**src/edm_pkg.sv**
```systemverilog
`default_nettype none
package edm_pkg;

    // register bus
    localparam int          EDM_ADDR_W       = 4;
    localparam int          EDM_DATA_W       = 16;
    localparam logic [3:0]  EDM_REG_WAIT     = 4'h0;
    localparam logic [3:0]  EDM_REG_CTRL     = 4'h1;
    localparam logic [3:0]  EDM_REG_INDEX    = 4'h2;
    localparam logic [3:0]  EDM_REG_PAGE     = 4'h3;
    localparam logic [3:0]  EDM_REG_IN_LO    = 4'h4;
    localparam logic [3:0]  EDM_REG_IN_HI    = 4'h5;
    localparam logic [3:0]  EDM_REG_OUT_LO   = 4'h6;
    localparam logic [3:0]  EDM_REG_OUT_HI   = 4'h7;
    localparam logic [3:0]  EDM_REG_IN_LEN   = 4'h8;
    localparam logic [3:0]  EDM_REG_OUT_LEN  = 4'h9;
    localparam logic [3:0]  EDM_REG_SETUPHLD = 4'hA;

    // reset values
    localparam logic [15:0] EDM_WAIT_RST     = 16'hFFFF;
    localparam logic [15:0] EDM_SETUPHLD_RST = 16'hFFFF;

    // wait register fields: four regions, 4 bits each
    localparam int          EDM_NUM_REGIONS  = 4;
    localparam int          EDM_WFIELD_W     = 4;

    // control/status bit positions
    localparam int          EDM_CS_IN_PTR    = 7;
    localparam int          EDM_CS_OUT_PTR   = 6;
    localparam int          EDM_CS_IN_CNT    = 5;
    localparam int          EDM_CS_OUT_CNT   = 4;
    localparam int          EDM_CS_WAITPIN   = 3;
    localparam int          EDM_CS_HOLDREQ   = 2;
    localparam int          EDM_CS_STROBE    = 1;
    localparam int          EDM_CS_HOLDACK   = 0;

    // direct access window
    localparam logic [7:0]  EDM_WIN_PAGE     = 8'h3F;
    localparam int          EDM_EXT_AW       = 20;
    localparam int          EDM_IDX_SHIFT    = 12;
    localparam int          EDM_HI_W         = 4;

    typedef enum logic [2:0] {
        EDM_IDLE  = 3'b000,
        EDM_FIX   = 3'b001,
        EDM_WAIT  = 3'b010,
        EDM_DONE  = 3'b011,
        EDM_HELD  = 3'b100
    } edm_state_e;

    typedef struct packed {
        logic [19:0] addr;
        logic [15:0] dataOut;
        logic        dataOe;
        logic        addrOe;
        logic        rdN;
        logic        wrN;
    } edm_bus_s;

endpackage
`default_nettype wire

```
**src/edm_ctrl.sv**
```systemverilog
// Chosen here: the register offsets and strobed register access.
`timescale 1ns/1ns
`default_nettype none
// Operation
// wait register holds four 4-bit region fields, D..A from top.
// every wait field resets to fifteen cycles.
// software never accesses a region whose wait field is zero.
// software never accesses a region with zero setup or hold.
// bit 7 loads input start address into input pointer, then clears.
// bit 6 loads output start address into DMA pointer, then clears.
// bit 5 loads input line length into input remaining count.
// bit 4 loads output line length into output remaining count.
// bit 3 shows wait pin: zero while wait requested.
// bit 2 shows hold request: one while requested.
// bit 1 shows strobe: one while an external access runs.
// bit 0 mirrors the hold-acknowledge pin.
// window 0x8000-0xFFFF goes external only when data page is 0x3F.
// external space is 20 address bits by 16-bit words.
// index register gives upper 8 bits of the external address.
// external address is window address plus shifted index.
// X side offset has MSB zero, Y side offset has MSB one.
// address bits 19..18 select region A, B, C or D.
// each direct access adds one fixed wait cycle.
// low wait pin freezes the wait counter and stretches the access.
// wait counter loads from selected region field at access start.
// index write is usable by the very next access.
module edm_ctrl
(
    input  wire logic                          clk,
    input  wire logic                          resetn,
    input  wire logic [edm_pkg::EDM_ADDR_W-1:0] regAddr,
    input  wire logic [edm_pkg::EDM_DATA_W-1:0] regWdata,
    input  wire logic                          regWr,
    input  wire logic                          regRd,
    output logic      [edm_pkg::EDM_DATA_W-1:0] regRdata,
    input  wire logic                          coreReq,
    input  wire logic                          coreWe,
    input  wire logic                          coreYSide,
    input  wire logic [15:0]                   coreAddr,
    input  wire logic [15:0]                   coreWdata,
    output logic                               coreStall,
    output logic                               coreDone,
    output logic      [15:0]                   coreRdata,
    output edm_pkg::edm_bus_s                  extBus,
    input  wire logic [15:0]                   extDataIn,
    input  wire logic                          waitPinN,
    input  wire logic                          holdReqPinN,
    output logic                               holdAckPinN,
    output logic                               strobePin,
    output logic      [19:0]                   inAddrPtr,
    output logic      [19:0]                   dmaAddrPtr,
    output logic      [15:0]                   inRemaining,
    output logic      [15:0]                   outRemaining
);
    import edm_pkg::*;

    logic [1:0]  rstSync_r;
    logic        rstN;
    logic [1:0]  waitSync_r;
    logic [1:0]  holdSync_r;
    logic [15:0] dinSync0_r;
    logic [15:0] dinSync1_r;

    always_ff @(posedge clk or negedge resetn)
    begin
        if (!resetn)
            rstSync_r <= 2'h0;
        else
            rstSync_r <= {rstSync_r[0], 1'b1};
    end
    assign rstN = rstSync_r[1];

    // pin synchronisers
    always_ff @(posedge clk or negedge rstN)
    begin
        if (!rstN)
        begin
            waitSync_r <= 2'h3;
            holdSync_r <= 2'h3;
            dinSync0_r <= 16'h0000;
            dinSync1_r <= 16'h0000;
        end
        else
        begin
            waitSync_r <= {waitSync_r[0], waitPinN};
            holdSync_r <= {holdSync_r[0], holdReqPinN};
            dinSync0_r <= extDataIn;
            dinSync1_r <= dinSync0_r;
        end
    end

    // register file
    logic [15:0] waitCyc_r,   waitCyc_nxt;
    logic [15:0] setupHld_r,  setupHld_nxt;
    logic [7:0]  index_r,     index_nxt;
    logic [7:0]  page_r,      page_nxt;
    logic [15:0] inLo_r,      inLo_nxt;
    logic [3:0]  inHi_r,      inHi_nxt;
    logic [15:0] outLo_r,     outLo_nxt;
    logic [3:0]  outHi_r,     outHi_nxt;
    logic [15:0] inLen_r,     inLen_nxt;
    logic [15:0] outLen_r,    outLen_nxt;
    logic [3:0]  loadReq_r,   loadReq_nxt;
    logic [19:0] inPtr_r,     inPtr_nxt;
    logic [19:0] dmaPtr_r,    dmaPtr_nxt;
    logic [15:0] inRem_r,     inRem_nxt;
    logic [15:0] outRem_r,    outRem_nxt;
    logic [15:0] rdata_r,     rdata_nxt;
    logic [7:0]  ctrlStatus;
    logic        accActive;
    logic        held;

    always_comb
    begin
        waitCyc_nxt  = waitCyc_r;
        setupHld_nxt = setupHld_r;
        index_nxt    = index_r;
        page_nxt     = page_r;
        inLo_nxt     = inLo_r;
        inHi_nxt     = inHi_r;
        outLo_nxt    = outLo_r;
        outHi_nxt    = outHi_r;
        inLen_nxt    = inLen_r;
        outLen_nxt   = outLen_r;
        inPtr_nxt    = inPtr_r;
        dmaPtr_nxt   = dmaPtr_r;
        inRem_nxt    = inRem_r;
        outRem_nxt   = outRem_r;
        // pending request: transfer, then clear
        loadReq_nxt  = 4'h0;
        if (loadReq_r[EDM_CS_IN_PTR - EDM_CS_OUT_CNT])
            inPtr_nxt = {inHi_r, inLo_r};
        if (loadReq_r[EDM_CS_OUT_PTR - EDM_CS_OUT_CNT])
            dmaPtr_nxt = {outHi_r, outLo_r};
        if (loadReq_r[EDM_CS_IN_CNT - EDM_CS_OUT_CNT])
            inRem_nxt = inLen_r;
        if (loadReq_r[0])
            outRem_nxt = outLen_r;
        if (regWr)
        begin
            case (regAddr)
                // region wait fields
                EDM_REG_WAIT:     waitCyc_nxt  = regWdata;
                EDM_REG_SETUPHLD: setupHld_nxt = regWdata;
                // index usable next cycle
                EDM_REG_INDEX:    index_nxt    = regWdata[7:0];
                EDM_REG_PAGE:     page_nxt     = regWdata[7:0];
                EDM_REG_IN_LO:    inLo_nxt     = regWdata;
                EDM_REG_IN_HI:    inHi_nxt     = regWdata[EDM_HI_W-1:0];
                EDM_REG_OUT_LO:   outLo_nxt    = regWdata;
                EDM_REG_OUT_HI:   outHi_nxt    = regWdata[EDM_HI_W-1:0];
                EDM_REG_IN_LEN:   inLen_nxt    = regWdata;
                EDM_REG_OUT_LEN:  outLen_nxt   = regWdata;
                // request flags set by writing one
                EDM_REG_CTRL:
                    loadReq_nxt = regWdata[EDM_CS_IN_PTR:EDM_CS_OUT_CNT];
                default:          ;
            endcase
        end
        rdata_nxt = 16'h0000;
        if (regRd)
        begin
            case (regAddr)
                EDM_REG_WAIT:     rdata_nxt = waitCyc_r;
                EDM_REG_SETUPHLD: rdata_nxt = setupHld_r;
                EDM_REG_INDEX:    rdata_nxt = {8'h00, index_r};
                EDM_REG_PAGE:     rdata_nxt = {8'h00, page_r};
                EDM_REG_IN_LO:    rdata_nxt = inLo_r;
                EDM_REG_IN_HI:    rdata_nxt = {12'h000, inHi_r};
                EDM_REG_OUT_LO:   rdata_nxt = outLo_r;
                EDM_REG_OUT_HI:   rdata_nxt = {12'h000, outHi_r};
                EDM_REG_IN_LEN:   rdata_nxt = inLen_r;
                EDM_REG_OUT_LEN:  rdata_nxt = outLen_r;
                EDM_REG_CTRL:     rdata_nxt = {8'h00, ctrlStatus};
                default:          rdata_nxt = 16'h0000;
            endcase
        end
    end

    always_ff @(posedge clk or negedge rstN)
    begin
        if (!rstN)
        begin
            // fifteen waits per region
            waitCyc_r  <= EDM_WAIT_RST;
            setupHld_r <= EDM_SETUPHLD_RST;
            index_r    <= 8'h00;
            page_r     <= 8'h00;
            inLo_r     <= 16'h0000;
            inHi_r     <= 4'h0;
            outLo_r    <= 16'h0000;
            outHi_r    <= 4'h0;
            inLen_r    <= 16'h0000;
            outLen_r   <= 16'h0000;
            loadReq_r  <= 4'h0;
            inPtr_r    <= 20'h00000;
            dmaPtr_r   <= 20'h00000;
            inRem_r    <= 16'h0000;
            outRem_r   <= 16'h0000;
            rdata_r    <= 16'h0000;
        end
        else
        begin
            waitCyc_r  <= waitCyc_nxt;
            setupHld_r <= setupHld_nxt;
            index_r    <= index_nxt;
            page_r     <= page_nxt;
            inLo_r     <= inLo_nxt;
            inHi_r     <= inHi_nxt;
            outLo_r    <= outLo_nxt;
            outHi_r    <= outHi_nxt;
            inLen_r    <= inLen_nxt;
            outLen_r   <= outLen_nxt;
            loadReq_r  <= loadReq_nxt;
            inPtr_r    <= inPtr_nxt;
            dmaPtr_r   <= dmaPtr_nxt;
            inRem_r    <= inRem_nxt;
            outRem_r   <= outRem_nxt;
            rdata_r    <= rdata_nxt;
        end
    end

    // direct access address
    logic                winHit;
    logic [15:0]         winOffset;
    logic [EDM_EXT_AW-1:0] extAddrCalc;
    logic [1:0]          region;
    logic [3:0]          regionWait [EDM_NUM_REGIONS];

    // window decode on page 0x3F
    assign winHit    = coreReq && coreAddr[15] && (page_r == EDM_WIN_PAGE);
    // side selects offset MSB
    assign winOffset = {coreYSide, coreAddr[14:0]};
    // index in upper bits plus offset
    assign extAddrCalc = 20'({index_r, 12'h000})
                       + {4'h0, winOffset};
    // region from top two address bits
    assign region    = extAddrCalc[EDM_EXT_AW-1:EDM_EXT_AW-2];

    genvar g;
    generate
        for (g = 0; g < EDM_NUM_REGIONS; g++)
        begin : gRegion
            assign regionWait[g] = waitCyc_r[g*EDM_WFIELD_W +: EDM_WFIELD_W];
        end
    endgenerate

    // access sequencer
    edm_state_e  state_r,   state_nxt;
    logic [3:0]  waitCnt_r, waitCnt_nxt;
    edm_bus_s    bus_r,     bus_nxt;
    logic        we_r,      we_nxt;
    logic        done_r,    done_nxt;
    logic [15:0] crd_r,     crd_nxt;

    always_comb
    begin
        state_nxt   = state_r;
        waitCnt_nxt = waitCnt_r;
        bus_nxt     = bus_r;
        we_nxt      = we_r;
        done_nxt    = 1'b0;
        crd_nxt     = crd_r;
        case (state_r)
            EDM_IDLE:
            begin
                if (!holdSync_r[1])
                begin
                    state_nxt      = EDM_HELD;
                    bus_nxt.addrOe = 1'b0;
                    bus_nxt.dataOe = 1'b0;
                end
                else if (winHit)
                begin
                    state_nxt       = EDM_FIX;
                    // load counter from region field
                    waitCnt_nxt     = regionWait[region];
                    bus_nxt.addr    = extAddrCalc;
                    bus_nxt.dataOut = coreWdata;
                    bus_nxt.dataOe  = coreWe;
                    bus_nxt.addrOe  = 1'b1;
                    bus_nxt.rdN     = coreWe;
                    bus_nxt.wrN     = !coreWe;
                    we_nxt          = coreWe;
                end
            end
            // one fixed wait
            EDM_FIX:
                state_nxt = EDM_WAIT;
            EDM_WAIT:
            begin
                // low wait pin freezes counter
                if (waitSync_r[1])
                begin
                    if (waitCnt_r == 4'h0)
                    begin
                        state_nxt      = EDM_DONE;
                        done_nxt       = 1'b1;
                        bus_nxt.rdN    = 1'b1;
                        bus_nxt.wrN    = 1'b1;
                        bus_nxt.dataOe = 1'b0;
                        if (!we_r)
                            crd_nxt = dinSync1_r;
                    end
                    else
                        waitCnt_nxt = waitCnt_r - 4'h1;
                end
            end
            EDM_DONE:
                state_nxt = EDM_IDLE;
            EDM_HELD:
            begin
                if (holdSync_r[1])
                begin
                    state_nxt      = EDM_IDLE;
                    bus_nxt.addrOe = 1'b1;
                end
            end
            default:
                state_nxt = EDM_IDLE;
        endcase
    end

    always_ff @(posedge clk or negedge rstN)
    begin
        if (!rstN)
        begin
            state_r   <= EDM_IDLE;
            waitCnt_r <= 4'h0;
            bus_r     <= '{addr: 20'h00000, dataOut: 16'h0000,
                           dataOe: 1'b0, addrOe: 1'b1,
                           rdN: 1'b1, wrN: 1'b1};
            we_r      <= 1'b0;
            done_r    <= 1'b0;
            crd_r     <= 16'h0000;
        end
        else
        begin
            state_r   <= state_nxt;
            waitCnt_r <= waitCnt_nxt;
            bus_r     <= bus_nxt;
            we_r      <= we_nxt;
            done_r    <= done_nxt;
            crd_r     <= crd_nxt;
        end
    end

    assign accActive = (state_r == EDM_FIX) || (state_r == EDM_WAIT);
    assign held      = (state_r == EDM_HELD);

    // pin monitors
    assign ctrlStatus = {loadReq_r, waitSync_r[1], !holdSync_r[1],
                         accActive, !held};

    assign regRdata     = rdata_r;
    assign coreStall    = winHit && !done_r;
    assign coreDone     = done_r;
    assign coreRdata    = crd_r;
    assign extBus       = bus_r;
    assign holdAckPinN  = !held;
    assign strobePin    = accActive;
    assign inAddrPtr    = inPtr_r;
    assign dmaAddrPtr   = dmaPtr_r;
    assign inRemaining  = inRem_r;
    assign outRemaining = outRem_r;

endmodule
`default_nettype wire

```
**config.mk**
```make
export PLATFORM = sky130hd
export DESIGN_NAME = edm_ctrl
export DESIGN_NICKNAME = d
export VERILOG_FILES = /design/src/edm_pkg.sv /design/src/edm_ctrl.sv
export SDC_FILE = /design/constraint.sdc
export NUM_CORES = 1
export LEC_CHECK = 0
export BUFFER_PORTS_ARGS = -buffer_cell sky130_fd_sc_hd__buf_4
export CORE_MARGIN = 1.5
export CORE_UTILIZATION = 45
export CTS_BUF_LIST = sky130_fd_sc_hd__clkbuf_16
export DETAILED_ROUTE_END_ITERATION = 7
export HOLD_SLACK_MARGIN = 0.06
export PLACE_DENSITY = 0.72
export SKIP_CTS_REPAIR_TIMING = 1
export SLEW_MARGIN = 20
export SYNTH_ARGS = -nofsm -noshare
export SYNTH_HDL_FRONTEND = slang
export SYNTH_SLANG_ARGS = --single-unit
```
**constraint.sdc**
```tcl
create_clock -name clk -period 10.9 [get_ports clk]
set_input_delay 0.545 -clock clk [delete_from_list [all_inputs] [get_ports clk]]
set_output_delay 0.545 -clock clk [all_outputs]
set_load 0.02 [all_outputs]
```
Word level (Yosys, flattened, before mapping)
Index checks and enable logic that the tools add are counted.
- output and inout port bits: 148
- flip-flop bits (word level): 315
- bits of input ports: 77
- word-level logic and storage cells: 120
- order comparisons: 1
- equal/unequal tests: 21
- reduce and logical (&&, ||, !) cells: 30
- add/sub/neg operators: 2
- mux-type cells: 32
- bitwise gates (word level): 2
- operator list (cell ; count):
    one-hot mux 16 bit (11 select lines) ; 1
    two-way mux 4 bit ; 9
    adder 20 x 16 -> 20 bit ; 1
    AND reduction 2 bit ; 10
    == test 4 x 3 -> 1 bit (second input constant) ; 4
    two-way mux 16 bit ; 1
    two-way mux 3 bit ; 5
    == test 4 bit (second input constant) ; 3
    inequality test 2 bit (second input constant) ; 6
    one-hot mux 3 bit (4 select lines) ; 1
    AND reduction 4 bit ; 3
    AND reduction 5 bit ; 2
    binary-select mux 4 bit (select 2 bit) ; 1
    == test 4 x 2 -> 1 bit (second input constant) ; 2
    == test 8 x 6 -> 1 bit (second input constant) ; 1
    logical NOT 4 bit ; 2
    two-way mux 2 bit ; 4
    one-hot mux 4 bit (2 select lines) ; 1
    two-way mux 1 bit ; 6
    AND reduction 3 bit ; 2
    == test 4 x 1 -> 1 bit (second input constant) ; 1
    logical NOT 1 bit ; 4
    one-hot mux 1 bit (2 select lines) ; 2
    one-hot mux 2 bit (2 select lines) ; 1
    other kinds (12) ; 15

Longest topological paths before layout
- word-level depth: 8
- mapped depth: 8
- depth with buffers taken out: 7

Worst setup path after synthesis
OpenSTA, ideal clock, no wires.
- path kind: in2reg
- from: input coreAddr[12]
- to: register waitCnt_r[0]
- data arrival time: 2548 ps
- library setup time: 126 ps
- stages on the path: 7
- required time: 10774 ps
- setup slack: 8226 ps
- buffers on the path: 0
- cells stage by stage: ha_1 fa_1 a211oi_2 nor2_4 xnor2_2 mux4_2 a221o_1
- cells in the longest elaborated chain, start to end: 8
- RTL lines (element ; RTL line ; RTL):
    from (decl) ; edm_ctrl.sv:39 ; input wire logic [15:0] coreAddr,
    adder 20 x 16 -> 20 bit ; edm_ctrl.sv:236 ; + {4'h0, winOffset};
    inverter 2 -> 3 bit (not written as such) ; edm_ctrl.sv:277 ; waitCnt_nxt = regionWait[region];
    binary-select mux 4 bit (select 2 bit) ; edm_ctrl.sv:277 ;
    two-way mux 4 bit (not written as such) (2 in series) ; edm_ctrl.sv:277 ;
    two-way mux 4 bit ; edm_ctrl.sv:273 ; else if (winHit)
    two-way mux 4 bit ; edm_ctrl.sv:267 ; if (!holdSync_r[1])
    one-hot mux 4 bit (2 select lines) ; edm_ctrl.sv:264 ; case (state_r)
    to (signal assigned) ; edm_ctrl.sv:340 ; waitCnt_r <= waitCnt_nxt;
    to (decl) ; edm_ctrl.sv:250 ; logic [3:0] waitCnt_r, waitCnt_nxt;
Every way passes these cells. The select of a mux whose other input is x is not followed.
A chain may end at the register's enable or synchronous reset.

Worst setup path in the final report
- from: register index_r[0]
- to: register waitCnt_r[0]
- cells in the longest elaborated chain, start to end: 8
- RTL lines (element ; RTL line ; RTL):
    from (decl) ; edm_ctrl.sv:95 ; logic [7:0] index_r, index_nxt;
    from (signal assigned) ; edm_ctrl.sv:206 ; index_r <= index_nxt;
    adder 20 x 16 -> 20 bit ; edm_ctrl.sv:236 ;
    inverter 2 -> 3 bit (not written as such) ; edm_ctrl.sv:277 ;
    binary-select mux 4 bit (select 2 bit) ; edm_ctrl.sv:277 ;
    two-way mux 4 bit (not written as such) (2 in series) ; edm_ctrl.sv:277 ;
    two-way mux 4 bit ; edm_ctrl.sv:273 ;
    two-way mux 4 bit ; edm_ctrl.sv:267 ;
    one-hot mux 4 bit (2 select lines) ; edm_ctrl.sv:264 ;
Every way passes these cells. The select of a mux whose other input is x is not followed.

==> results.txt <==
The tool flagged a number of max-cap violations equal to 0. The later-pin clock latency in the skew report is 0.56 ns. The count of TritonRoute iterations in the first routing pass came out at 6.

The initial cell density of the core came out at 0.456. The total overflow left after global routing is 0. The simple-gate share of the synthesized area is 0.0729. The category of the worst setup path capture point is a flop.

The initial antenna violation count came to 0. The highest clock frequency the design can meet is 369 MHz. The worst hold slack across all endpoints came out at 0.0917 ns.

The setup-violating endpoint count in the final report is 0. The number of placement rows came out at 61. By area the synthesized netlist is led by sky130_fd_sc_hd__dfrtp_1, sky130_fd_sc_hd__mux2_2, sky130_fd_sc_hd__dfstp_2. The cell area that synthesis handed to floorplanning was 12600 µm². Headroom to the max-slew limit came out at 0.263.

The CTS clock-pin slew for the worst setup and hold paths came out at 0.06 ns. In the synthesized netlist the async set-or-reset flop fraction comes to 1.00. Of the available clock period, the critical path in the final layout requires 0.249. Setup repair after global routing left no endpoint under its margin.

Dividing the detail-routed wire length by the instance count gives 20.2 µm. The floorplan core area came out at 27700 µm². The share of the Yosys chip area taken by registers is 0.628. The clock drives 315 sinks. The area growth from synthesis to layout is 24.2%. The tree is rooted in a sky130_fd_sc_hd__clkbuf_16. Prior to clock tree synthesis, the placed netlist has a worst setup slack of 7.95 ns.

The global routing usage summed across all routing layers came out at 0.215. The classification of the worst setup path is flop to flop. In the final layout, the share of cells above drive strength 1 is 0.468. The total via count in the routed design is 8446. The post-route total power came out at 0.00303 W. The final routed wirelength across all metal layers came out at 31400 µm. The compound-gate portion of the synthesized area is 0.0738.

The power density over the cells came out at 193 nW/µm². The sum of negative setup slack is 0 ns. The number of nets in the synthesized netlist is 1014.

In the layout the commonest cells are sky130_fd_sc_hd__dfrtp_1, sky130_fd_sc_hd__buf_4, sky130_fd_sc_hd__mux2_2. The synthesized-area fraction occupied by xor and xnor cells is 0.00545. The TritonCTS clock tree is yes. The CTS H-tree depth is 1.

The main combinational cell family by area after synthesis is multiplexers. The maximum number of pins on one net before global-route repair came out at 179. The remaining design rule violation count came out at 0. Synthesis produced 931 cells.

The number of global-route vias before repair was 8548. The cell type with the highest aggregate area in the netlist is sky130_fd_sc_hd__dfrtp_1. The first-iteration detailed-routing DRC count came out at 544.

The post-synthesis mux area share is 0.194. The adder-cell share of the synthesized area is 0.00654. The final antenna diode count came out at 0. Across the routed clock network, the largest skew measured is 0.0119 ns.

The type of origin of the critical path is a flop. The floorplan die area came out at 29100 µm². The flow ran to the end, and the final reports show no timing, DRC or antenna violations. Along the worst path, the maximum fanout reaches 5. The top-level port count came out at 225.

In this run the static leakage power is 7.47 nW. The height of the chip came out at 171 µm. The number of buffers on the longest clock path came out at 3.

The maximum vdd ir drop came out at 0.000127 V. The fraction of post-synthesis cell area in the top cell type by area is 0.547. The die outline width is 171 µm. At the end of the flow the core is filled with cells to 0.566. At the end of the flow, the number of nets in the layout was 1235.

The remaining number of nets flagged by the antenna check after routing came out at 0. The post-detailed-route via-to-cell ratio is 5.44. The estimated wirelength of the detail-placed design came out at 21900 µm. The arrival time at the worst endpoint is 3.14 ns. The fill cell total of the finished layout is 2297. The number of flops mapped to enable cells by yosys is 0. Leaving out fill and tap cells, the most frequent cell in the layout is sky130_fd_sc_hd__dfrtp_1. Setup slack on the critical path of the routed design comes to 8.19 ns. The clock buffer count from CTS is 31. The final hold violation count is 0.

The worst path in the final design needs a cycle of 2.71 ns, including I/O delays and setup. The synthesized netlist contains 60 unique library cells. The path category of the worst min-delay check is input pin to flop. The weighted congestion reported at the end of routability-driven placement is 0.891. The first global-routing pass estimated 48400 µm of wire. For the pin with the worst max-slew slack, the measured transition is 1.11 ns. In the synthesized netlist the dominant register cell turns out to be sky130_fd_sc_hd__dfrtp_1. The count of state elements after synthesis is 315.

The Yosys step of the flow raised 0 warnings. The count of input and output buffers came out at 224. The mean area per synthesized cell came out at 13.6 µm².

The final count of pins violating max slew came out at 0. The required arrival time at the worst endpoint is 11.33 ns.
-- where the power goes --
group,switching (W),total [W],internal (W)
sequential,0.000146,0.00150,0.00136
clock,0.000443,0.00105,0.000610
combinational,0.000229,0.000475,0.000247
-- final cells by class --
| class | instances | area, µm² | share of cell area |
|---|---|---|---|
| multi-input combinational | 556 | 4460 | 0.284 |
| timing repair buffer | 232 | 1760 | 0.112 |
| sequential | 315 | 7940 | 0.506 |
| inverter | 16 | 60.1 | 0.00383 |
| clock buffer | 31 | 776 | 0.0494 |
| tap | 378 | 473 | 0.0301 |
| clock inverter | 26 | 228 | 0.0145 |
-- flip-flops by register name, indices dropped and copies added (netlist names), 3 cells and up --
signal and cells:
extBus 40, coreRdata 16, outLo_r 16, index_r 8, regRdata 16, state_r 3
inLen_r 16, dmaAddrPtr 20, outRemaining 16, outHi_r 4, inHi_r 4, inLo_r 16
dinSync0_r 16, loadReq_r 4, setupHld_r 16, inRemaining 16, outLen_r 16, page_r 8
dinSync1_r 16, waitCnt_r 4, inAddrPtr 20, waitCyc_r 16
-- metrics by stage --
| step | instances | area, µm² |
|---|---|---|
| finish | 1554 | 15700 |
| global route | 1554 | 15700 |
| CTS | 1553 | 15700 |
| detailed placement | 1496 | 14700 |
| global placement | 1496 | 14700 |
| floorplan | 931 | 12600 |
-- worst max-delay path: stages (launching register included) --
cell and delay (ns):
sky130_fd_sc_hd__dfrtp_1 0.43, sky130_fd_sc_hd__ha_1 0.24, sky130_fd_sc_hd__fa_1 0.44, sky130_fd_sc_hd__a211oi_2 0.28, sky130_fd_sc_hd__nor2_4 0.08, sky130_fd_sc_hd__xnor2_2 0.28, sky130_fd_sc_hd__mux4_2 0.54, sky130_fd_sc_hd__a221o_1 0.29
-- metal layers --
layer	vias to the layer above	track usage	routed length [µm]
met5	-	0	0
met4	0	0.0604	655
met3	44	0.0414	2280
met2	295	0.357	14900
met1	4322	0.289	13600
li1	3785	-	-
-- synth_stat cells, drive strengths merged (3+ instances only) --
library cell	number
a22oi	31
a31oi	16
xnor2	6
clkbuf	24
inv	16
dfstp	39
mux4	3
o21ai	15
and3	4
a21oi	18
a211oi	9
nor3	8
mux2	209
buf	20
nand2b	4
a222oi	5
nor3b	3
ha	5
nand3	9
nor2	23
nand2	131
a22o	9
dfrtp	276
a221oi	11
mux2i	3
nor2b	4
-- logic make-up (layout without fill, tap and decap cells) --
logic type / after synthesis / after routing
buffers and inverters: 60 / 305
DFF: 315 / 315
adders and majority gates: 6 / 6
other: 1 / 1
and+or+nand+nor: 198 / 198
xor gates and xnor gates: 7 / 7
AOI/OAI and AO/OA: 129 / 129
muxes: 215 / 215
-- path summary, 6_finish.rpt --
path | start | endpoint | slack [ns] | depth (start not counted)
setup / recovery | index_r[0] | waitCnt_r[0] | 8.19 | 7
hold / removal | extDataIn[7] | dinSync0_r[7] | 0.09 | 1
setup reg to reg | index_r[0] | waitCnt_r[0] | 8.19 | 7
hold reg to reg | dinSync0_r[12] | dinSync1_r[12] | 0.35 | 0
max in group asynchronous | rstSync_r[1] | dmaAddrPtr[14] | 9.02 | 1
min in group asynchronous | resetn | rstSync_r[1] | 0.31 | 2
Note: power is estimated with default switching activity, not from simulation.
